--- config.mk ---
export PLATFORM = sky130hd
export DESIGN_NAME = bcdc_counter
export DESIGN_NICKNAME = d
export VERILOG_FILES = /design/src/core/bcdc_pkg.sv /design/src/core/bcdc_counter.sv
export SDC_FILE = /design/constraint.sdc
export NUM_CORES = 1
export LEC_CHECK = 0
export BUFFER_PORTS_ARGS = -buffer_cell sky130_fd_sc_hd__buf_2
export CAP_MARGIN = 20
export CORE_MARGIN = 2
export CORE_UTILIZATION = 45
export CTS_CLUSTER_SIZE = 24
export DETAILED_ROUTE_END_ITERATION = 10
export PLACE_DENSITY = 0.64
export SYNTH_ARGS = -nofsm -noshare
export SYNTH_HDL_FRONTEND = slang
export SYNTH_SLANG_ARGS = --single-unit
--- constraint.sdc ---
create_clock -name clk_sys -period 5.4 [get_ports clk_sys]
set_input_delay 0.54 -clock clk_sys [delete_from_list [all_inputs] [get_ports clk_sys]]
set_output_delay 0.54 -clock clk_sys [all_outputs]
set_load 0.03 [all_outputs]
--- src/core/bcdc_pkg.sv ---
// Constants and types for the four-decade BCD up/down counter
package bcdc_pkg;
   // ----------------------------------------------------------------
   // Timing
   // ----------------------------------------------------------------
   localparam int CLK_PERIOD_NS = 20;
   localparam int SCAN_PERIOD_NS = 100000;
   localparam int SCAN_CYCLES = SCAN_PERIOD_NS / CLK_PERIOD_NS;
   // Oscillator duty of about 25:1 gives the inter-digit blank
   localparam int SCAN_DUTY_DIV = 26;
   localparam int BLANK_CYCLES = (SCAN_CYCLES / SCAN_DUTY_DIV > 0) ? SCAN_CYCLES / SCAN_DUTY_DIV : 1;

   // ----------------------------------------------------------------
   // Register map
   // ----------------------------------------------------------------
   localparam logic [4:0] ADDR_CTRL = 5'h00;
   localparam logic [4:0] ADDR_COUNT = 5'h04;
   localparam logic [4:0] ADDR_COMPARE = 5'h08;
   localparam logic [4:0] ADDR_LATCH = 5'h0C;
   localparam logic [4:0] ADDR_STATUS = 5'h10;

   localparam int CTRL_UP_BIT = 0;
   localparam int CTRL_LATCH_N_BIT = 1;
   localparam int CTRL_CLEAR_N_BIT = 2;
   localparam int CTRL_LC_LSB = 3;
   localparam int CTRL_LR_LSB = 5;
   localparam int STAT_LOADING_BIT = 0;
   localparam int STAT_MATCH_BIT = 1;
   localparam int STAT_ZERO_BIT = 2;

   // ----------------------------------------------------------------
   // Types
   // ----------------------------------------------------------------
   typedef enum logic [1:0] {
      LVL_LOW = 2'h0,
      LVL_MID = 2'h1,
      LVL_HIGH = 2'h2
   } bcdc_lvl_t;

   typedef enum logic {
      ST_RUN = 1'b0,
      ST_LOAD = 1'b1
   } bcdc_state_t;

   localparam logic [6:0] CTRL_RESET = 7'h2F;
   localparam logic [15:0] VALUE_ZERO = 16'h0000;
   localparam logic [15:0] VALUE_ALL_NINE = 16'h9999;
   localparam logic [3:0] DIGIT_NINE = 4'h9;
   localparam logic [1:0] DIGIT_MSD = 2'h3;
   localparam logic [1:0] DIGIT_LSD = 2'h0;
endpackage

--- src/core/bcdc_counter.sv ---
// Four-decade BCD up/down counter with preset sequencer and Avalon-MM registers
//
// How it works
// - Count input rising edge adds one when up, subtracts one when down.
// - Output latches follow the counter while latch update is low.
// - Clear low forces counter to 0000 immediately, no edge needed.
// - Count edges ignored during clear or counter load.
// - Both loads mid: BCD port outputs latch digits, MSD to LSD.
// - Any load high: BCD drivers off, port lines are inputs.
// - Counter load high blocks counting, writes port digits into counter.
// - Register load writes compare register only; both loads preset both.
// - Register load low: oscillator stopped, port and display off, counting continues.
// - Counter load low: BCD port off, counter and register untouched.
// - BCD outputs active high; inputs inverted on common-cathode variant.
// - During loads the scan pin is ignored; oscillator free-runs.
// - External scan sets mux clock phase; digits blanked while it is high.
// - Load inputs sampled each clock; short pulse starts a full four-digit scan.
// - Load start resets oscillator and sequencer to D4, enables preset path.
// - After D1, loads resampled; repeat if high, else resume normal.
// - Clear forces preset data to zero; register load during clear writes zero.
// - Clear leaves the compare register unchanged.
// - Flags are undefined during load windows; during clear zero output is low and no wrap pulse.
// - Wrap pulse on 9999 to 0000 up or 0000 to 9999 down.
// - Match output low when counter equals compare register.
// - Zero output low when counter holds 0000.
// - Multiplex steps digits from D4 down to D1.
//
// Decided for this implementation: the register addresses and the Avalon-MM register port.
`timescale 1ns/100ps
module bcdc_counter
#(
   parameter int SCAN_CYCLES_P = bcdc_pkg::SCAN_CYCLES,
   parameter int BLANK_CYCLES_P = bcdc_pkg::BLANK_CYCLES,
   parameter bit COMMON_CATHODE = 1'b0
)
(
   input wire logic clk_sys,
   input wire logic rst_n,
   input wire logic [4:0] avs_address,
   input wire logic avs_read,
   input wire logic avs_write,
   input wire logic [31:0] avs_writedata,
   output logic [31:0] avs_readdata,
   output logic avs_waitrequest,
   input wire logic count_in,
   input wire logic scan_in,
   input wire logic scan_overdrive,
   input wire logic [3:0] bcd_in,
   output logic [3:0] bcd_out,
   output logic bcd_oe,
   output logic [6:0] seg_out,
   output logic msd_digit_strobe,
   output logic digit3_strobe,
   output logic digit2_strobe,
   output logic lsd_digit_strobe,
   output logic wrap_pulse,
   output logic match_n,
   output logic zero_n
);
   import bcdc_pkg::*;

   // ----------------------------------------------------------------
   // Helpers
   // ----------------------------------------------------------------
   // decimal step
   function automatic logic [16:0] bcd_step(input logic [15:0] v, input logic up);
      logic [15:0] r;
      logic c;
      r = v;
      c = 1'b1;
      for (int i = 0; i < 4; i++)
      begin
         if (c)
         begin
            if (up)
            begin
               c = (v[i*4 +: 4] == DIGIT_NINE);
               r[i*4 +: 4] = c ? 4'h0 : v[i*4 +: 4] + 4'h1;
            end
            else
            begin
               c = (v[i*4 +: 4] == 4'h0);
               r[i*4 +: 4] = c ? DIGIT_NINE : v[i*4 +: 4] - 4'h1;
            end
         end
      end
      return {c, r};
   endfunction

   function automatic logic [6:0] seg_decode(input logic [3:0] d);
      logic [6:0] s;
      case (d)
         4'h0: s = 7'h3F;
         4'h1: s = 7'h06;
         4'h2: s = 7'h5B;
         4'h3: s = 7'h4F;
         4'h4: s = 7'h66;
         4'h5: s = 7'h6D;
         4'h6: s = 7'h7D;
         4'h7: s = 7'h07;
         4'h8: s = 7'h7F;
         4'h9: s = 7'h6F;
         default: s = 7'h00;
      endcase
      return s;
   endfunction

   // ----------------------------------------------------------------
   // Registers and state
   // ----------------------------------------------------------------
   logic [6:0] ctrl;
   logic [15:0] counter;
   logic [15:0] compare;
   logic [15:0] latch;
   logic ack;
   logic count_prev;
   logic scan_prev;
   logic [31:0] osc_cnt;
   logic [1:0] digit;
   bcdc_state_t state;
   logic req_cnt;
   logic req_reg;
   logic tgt_cnt;
   logic tgt_reg;

   logic up;
   logic latch_n;
   logic clear;
   bcdc_lvl_t lc;
   bcdc_lvl_t lr;
   logic loading;
   logic display_off;
   logic osc_tick;
   logic osc_blank;
   logic mux_tick;
   logic blank;
   logic count_edge;
   logic [15:0] counter_view;
   logic [3:0] preset_digit;
   logic [16:0] stepped;

   assign up = ctrl[CTRL_UP_BIT];
   assign latch_n = ctrl[CTRL_LATCH_N_BIT];
   assign clear = ~ctrl[CTRL_CLEAR_N_BIT];
   assign lc = bcdc_lvl_t'(ctrl[CTRL_LC_LSB +: 2]);
   assign lr = bcdc_lvl_t'(ctrl[CTRL_LR_LSB +: 2]);
   assign loading = (state == ST_LOAD);
   assign display_off = (lr == LVL_LOW);
   // clear acts at once on what is seen
   assign counter_view = clear ? VALUE_ZERO : counter;

   // ----------------------------------------------------------------
   // Avalon-MM slave
   // ----------------------------------------------------------------
   // One wait cycle: read data registered on the first edge, write taken on the second
   assign avs_waitrequest = (avs_read | avs_write) & ~ack;

   always_ff @(posedge clk_sys)
   begin
      if (!rst_n)
         ack <= 1'b0;
      else
         ack <= (avs_read | avs_write) & ~ack;
   end

   always_ff @(posedge clk_sys)
   begin
      if (!rst_n)
         avs_readdata <= 32'h0000_0000;
      else if (avs_read && !ack)
      begin
         if (avs_address == ADDR_CTRL)
            avs_readdata <= {25'h0, ctrl};
         else if (avs_address == ADDR_COUNT)
            avs_readdata <= {16'h0, counter_view};
         else if (avs_address == ADDR_COMPARE)
            avs_readdata <= {16'h0, compare};
         else if (avs_address == ADDR_LATCH)
            avs_readdata <= {16'h0, latch};
         else if (avs_address == ADDR_STATUS)
            avs_readdata <= {29'h0, ~zero_n, ~match_n, loading};
         else
            avs_readdata <= 32'h0000_0000;
      end
   end

   always_ff @(posedge clk_sys)
   begin
      if (!rst_n)
         ctrl <= CTRL_RESET;
      else if (avs_write && ack && avs_address == ADDR_CTRL)
         ctrl <= avs_writedata[6:0];
   end

   // ----------------------------------------------------------------
   // Scan oscillator and digit sequencer
   // ----------------------------------------------------------------
   assign osc_tick = (osc_cnt == 32'(SCAN_CYCLES_P - 1));
   assign osc_blank = (osc_cnt < 32'(BLANK_CYCLES_P));
   assign mux_tick = (scan_overdrive && !loading) ? (scan_in && !scan_prev) : osc_tick;
   assign blank = (scan_overdrive && !loading) ? scan_in : osc_blank;

   always_ff @(posedge clk_sys)
   begin
      if (!rst_n)
         scan_prev <= 1'b0;
      else
         scan_prev <= scan_in;
   end

   always_ff @(posedge clk_sys)
   begin
      if (!rst_n)
         osc_cnt <= 32'h0;
      else if (!loading && (req_cnt || req_reg))
         osc_cnt <= 32'h0;
      else if (display_off && !loading)
         osc_cnt <= 32'h0;
      else if (osc_tick)
         osc_cnt <= 32'h0;
      else
         osc_cnt <= osc_cnt + 32'h1;
   end

   always_ff @(posedge clk_sys)
   begin
      if (!rst_n)
         digit <= DIGIT_MSD;
      else if (!loading && (req_cnt || req_reg))
         digit <= DIGIT_MSD;
      else if (display_off && !loading)
         digit <= DIGIT_MSD;
      else if (mux_tick)
         digit <= digit - 2'h1;
   end

   // ----------------------------------------------------------------
   // Preset sequencer
   // ----------------------------------------------------------------
   // any high cycle outside a load starts one
   // Consumed on entry, else a held level would force a second pass
   always_ff @(posedge clk_sys)
   begin
      if (!rst_n)
      begin
         req_cnt <= 1'b0;
         req_reg <= 1'b0;
      end
      else
      begin
         req_cnt <= !loading && (lc == LVL_HIGH);
         req_reg <= !loading && (lr == LVL_HIGH);
      end
   end

   always_ff @(posedge clk_sys)
   begin
      if (!rst_n)
      begin
         state <= ST_RUN;
         tgt_cnt <= 1'b0;
         tgt_reg <= 1'b0;
      end
      else
      begin
         case (state)
            ST_RUN:
            begin
               if (req_cnt || req_reg)
               begin
                  state <= ST_LOAD;
                  tgt_cnt <= req_cnt;
                  tgt_reg <= req_reg;
               end
            end
            ST_LOAD:
            begin
               if (mux_tick && digit == DIGIT_LSD)
               begin
                  tgt_cnt <= req_cnt || (lc == LVL_HIGH);
                  tgt_reg <= req_reg || (lr == LVL_HIGH);
                  if (!(req_cnt || req_reg || lc == LVL_HIGH || lr == LVL_HIGH))
                     state <= ST_RUN;
               end
            end
            default:
               state <= ST_RUN;
         endcase
      end
   end

   // clear forces preset data to zero
   assign preset_digit = clear ? 4'h0 : (COMMON_CATHODE ? ~bcd_in : bcd_in);

   // ----------------------------------------------------------------
   // Counter, compare register, latches
   // ----------------------------------------------------------------
   assign count_edge = count_in && !count_prev;
   assign stepped = bcd_step(counter, up);

   always_ff @(posedge clk_sys)
   begin
      if (!rst_n)
         count_prev <= 1'b0;
      else
         count_prev <= count_in;
   end

   always_ff @(posedge clk_sys)
   begin
      if (!rst_n)
         counter <= VALUE_ZERO;
      else if (clear)
         counter <= VALUE_ZERO;
      // digit written at strobe trailing edge
      else if (loading && tgt_cnt && mux_tick)
         counter[digit*4 +: 4] <= preset_digit;
      else if (count_edge && !(loading && tgt_cnt))
         counter <= stepped[15:0];
   end

   always_ff @(posedge clk_sys)
   begin
      if (!rst_n)
         compare <= VALUE_ZERO;
      else if (loading && tgt_reg && mux_tick)
         compare[digit*4 +: 4] <= preset_digit;
   end

   always_ff @(posedge clk_sys)
   begin
      if (!rst_n)
         latch <= VALUE_ZERO;
      else if (!latch_n)
         latch <= counter_view;
   end

   // ----------------------------------------------------------------
   // Flags
   // ----------------------------------------------------------------
   // flags undefined in load windows, so match and zero are not masked
   always_ff @(posedge clk_sys)
   begin
      if (!rst_n)
         wrap_pulse <= 1'b0;
      else
         wrap_pulse <= count_edge && !clear && !(loading && tgt_cnt) && stepped[16];
   end

   always_ff @(posedge clk_sys)
   begin
      if (!rst_n)
      begin
         match_n <= 1'b0;
         zero_n <= 1'b0;
      end
      else
      begin
         match_n <= !(counter_view == compare);
         zero_n <= !(counter_view == VALUE_ZERO);
      end
   end

   // ----------------------------------------------------------------
   // Display and BCD port
   // ----------------------------------------------------------------
   always_ff @(posedge clk_sys)
   begin
      if (!rst_n)
      begin
         bcd_out <= 4'h0;
         bcd_oe <= 1'b0;
         seg_out <= 7'h00;
         msd_digit_strobe <= 1'b0;
         digit3_strobe <= 1'b0;
         digit2_strobe <= 1'b0;
         lsd_digit_strobe <= 1'b0;
      end
      else
      begin
         // latch digit out when both mid
         bcd_out <= latch[digit*4 +: 4];
         bcd_oe <= (lc == LVL_MID) && (lr == LVL_MID) && !loading;
         seg_out <= (display_off || blank) ? 7'h00 : seg_decode(latch[digit*4 +: 4]);
         msd_digit_strobe <= !display_off && !blank && digit == DIGIT_MSD;
         digit3_strobe <= !display_off && !blank && digit == 2'h2;
         digit2_strobe <= !display_off && !blank && digit == 2'h1;
         lsd_digit_strobe <= !display_off && !blank && digit == DIGIT_LSD;
      end
   end
endmodule

==> reports/metrics.yaml <==
global_route:
  overflow: 0
  grtUsageTotal_pct: 22.8
  antenna_found_initial: 0
  grt_pass1_vias: 6053
  grt_pass1_wl_um: 32100
  grt_start_max_net_pins: 56
finish:
  fill_cells: 1643
  largest_register_ffs: 32
  drive_gt1_share_pct: 12.4
  area_growth_pct: 11.4
  n_antenna_cell: 0
  fin_cells: 1191
  layout_common_cells: "nor2_1 (155), dfxtp_1 (132), nand2_1 (83)"
  regMostFlops: "osc_cnt"
  nNetsFinal: 1018
  mostFrequentLayoutCell: "nor2_1"
  utilization_pct: 50.7
timing:
  skew_ns: 0.00754
  tightestPinTransition_ns: 1.01
  rsz0062_at_grt: "no"
  min_period_over_period_pct: 60.3
  min_period_ns: 3.25
  fin_tns_setup_ns: 0
  hold_violations: 0
  slew_headroom_pct: 32.3
  drv_slew: 0
  fmax_mhz: 307
  setup_viol: 0
route:
  vias_per_cell: 5.66
  ant_nets: 0
  drt_pass1_iterations: 5
  wl_per_cell_um: 16.7
  drtIter0Drc: 519
  wl_um: 19900
  num_vias: 6741
  drc: 0
clock_network:
  hold_buffers: 0
  htree_levels: 4
  cts_resized: 0
  cts_buffer_depth: 2
  cts_root_buffer: "clkbuf_16"
  cts_buffers: 17
  clock_sinks: 132
  clk-insertion-delay-late_ns: 0.42
  tritoncts: "done"
  path_clk_slew_ns: 0.06
  cts_setup_buffers: 0
floorplanning:
  core_um2: 16300
  start_util_pct: 45.5
  die_w_um: 133
  die_height_um: 133
  ios: 100
  num_rows: 47
  die_area_um2: 17600
power_and_ir_drop:
  peakVddDrop_v: 0.000213
  power_leakage_uw: 0.00329
  p_total_uw: 2250
  power_density_nw_per_um2: 271
setup_path:
  worstSetupEndpointType: "register"
  required_ns: 5.73
  startpoint: "osc_cnt[26]"
  arrival_ns: 3.58
  crit_path_start_kind: "register"
  r2r_start: "osc_cnt[26]"
  path_max_fanout: 16
  crit_type: "reg -> reg"
logic_synthesis:
  ys_seq_area_share_pct: 35.5
  ys_warn_count: 0
  synth_edf_count: 0
  synth_cells: 943
  synth_top_area_share_pct: 35.5
  avgSynthCellArea_um2: 7.89
  synth_top_cells_by_area: "dfxtp_1 (36%), nor2_1 (7.8%), mux2i_1 (4.8%)"
  ys_seq_elements: 132
  synth_cell_types: 65
  postSynth.asyncResetShare_pct: 0
  ys.flop_type: "dfxtp_1"
  yosysTopAreaCell: "dfxtp_1"
  netlist_area_um2: 7440
placement:
  routabilityCongestion: 0.854
  dpl.cell_count: 1159
  hpwl_um: 13900
  port_buffers: 58
min_path:
  min_path_type: "in -> reg"
  min_from: "avs_writedata[2]"
run_status:
  status: "complete, no violations"
job:
  maxCapViolCount: 0
cell families (layout without fill, tap and decap cells):
| kind of cell | Yosys count | count (layout) | synth area share (%) |
|---|---|---|---|
| flip-flops | 132 | 132 | 35.5 |
| adder cells (fa/ha/maj) | 11 | 11 | 1.85 |
| buffers and inverters | 104 | 117 | 6.14 |
| XOR/XNOR | 43 | 43 | 5.06 |
| other | 1 | 16 | 0.0504 |
| multiplexers | 42 | 42 | 6.36 |
| AND/OR/NAND/NOR | 430 | 430 | 28.6 |
| AO/OA/AOI/OAI | 180 | 180 | 16.4 |
report_power, final:
part           switching (µW)  internal, µW
combinational             116          49.9
clock                     444           628
sequential               20.4           991
through the flow:
step / cell area [µm²] / worst slack [ns] / hold slack [ns]
global placement: 7730 / 2.19 / 0.437
CTS: 8280 / 2.14 / 0.317
detailed placement: 7730 / 2.17 / 0.444
finish: 8280 / 2.15 / 0.327
global route: 8280 / 1.90 / 0.319
floorplan: 7490 / 2.97 / 0.430
cells in the mapped netlist, types with 7 or more instances:
library cell  number
xnor2_1           12
clkbuf_1          55
a22o_1            11
a211oi_1          11
xor2_1            31
dfxtp_1          132
nand2_1           83
nor3_1            36
and2_1            10
and3_1            13
a221oi_1           7
nand3_1           31
or3_1             16
nor2_1           155
o31ai_1            8
nand2b_1           8
a21oi_1           34
mux2i_1           36
inv_1             22
nand3b_1          10
a22oi_1           16
nor2b_1           12
a21o_1             7
ha_1              11
o22ai_1           10
buf_4             16
o21ai_0           36
nand4_1           16
nor4_1            12
final timing paths:
kind                            depth (start not counted)         endpoint  slack (ns)
worst max-delay path                                    5      counter[10]        2.15
worst min-delay path                                    3          ctrl[2]        0.33
worst max register to register                          5      counter[10]        2.15
worst min register to register                          2  avs_readdata[7]        0.45
final cells by class:
| cell class | instances | area (µm²) | share of cell area [%] |
|---|---|---|---|
| inverters | 22 | 82.6 | 0.997 |
| clock buffers | 18 | 429 | 5.18 |
| clock inverters | 13 | 113 | 1.36 |
| repair buffers | 64 | 335 | 4.05 |
| flip-flops and latches | 132 | 2640 | 31.9 |
| multi-input cells | 722 | 4410 | 53.2 |
| well taps | 220 | 275 | 3.32 |
per-layer routing:
metal  share of wire [%]  vias to the layer above  global-route usage [%]
met5                   0                        -                       0
li1                    -                     3346                       -
met2                  46                      195                    36.6
met3                 4.7                       39                    4.67
met4                 3.1                        0                    8.36
met1                  47                     3161                    30.3
worst max-delay path, cell delays in order, from the launching register on:
cell and delay, ns:
dfxtp_1 0.34, nor4_1 0.48, nand4_1 0.74, or3_1 0.89, or3_1 0.46, a311oi_1 0.25
No activity file was read; power rests on OpenSTA's default activity.
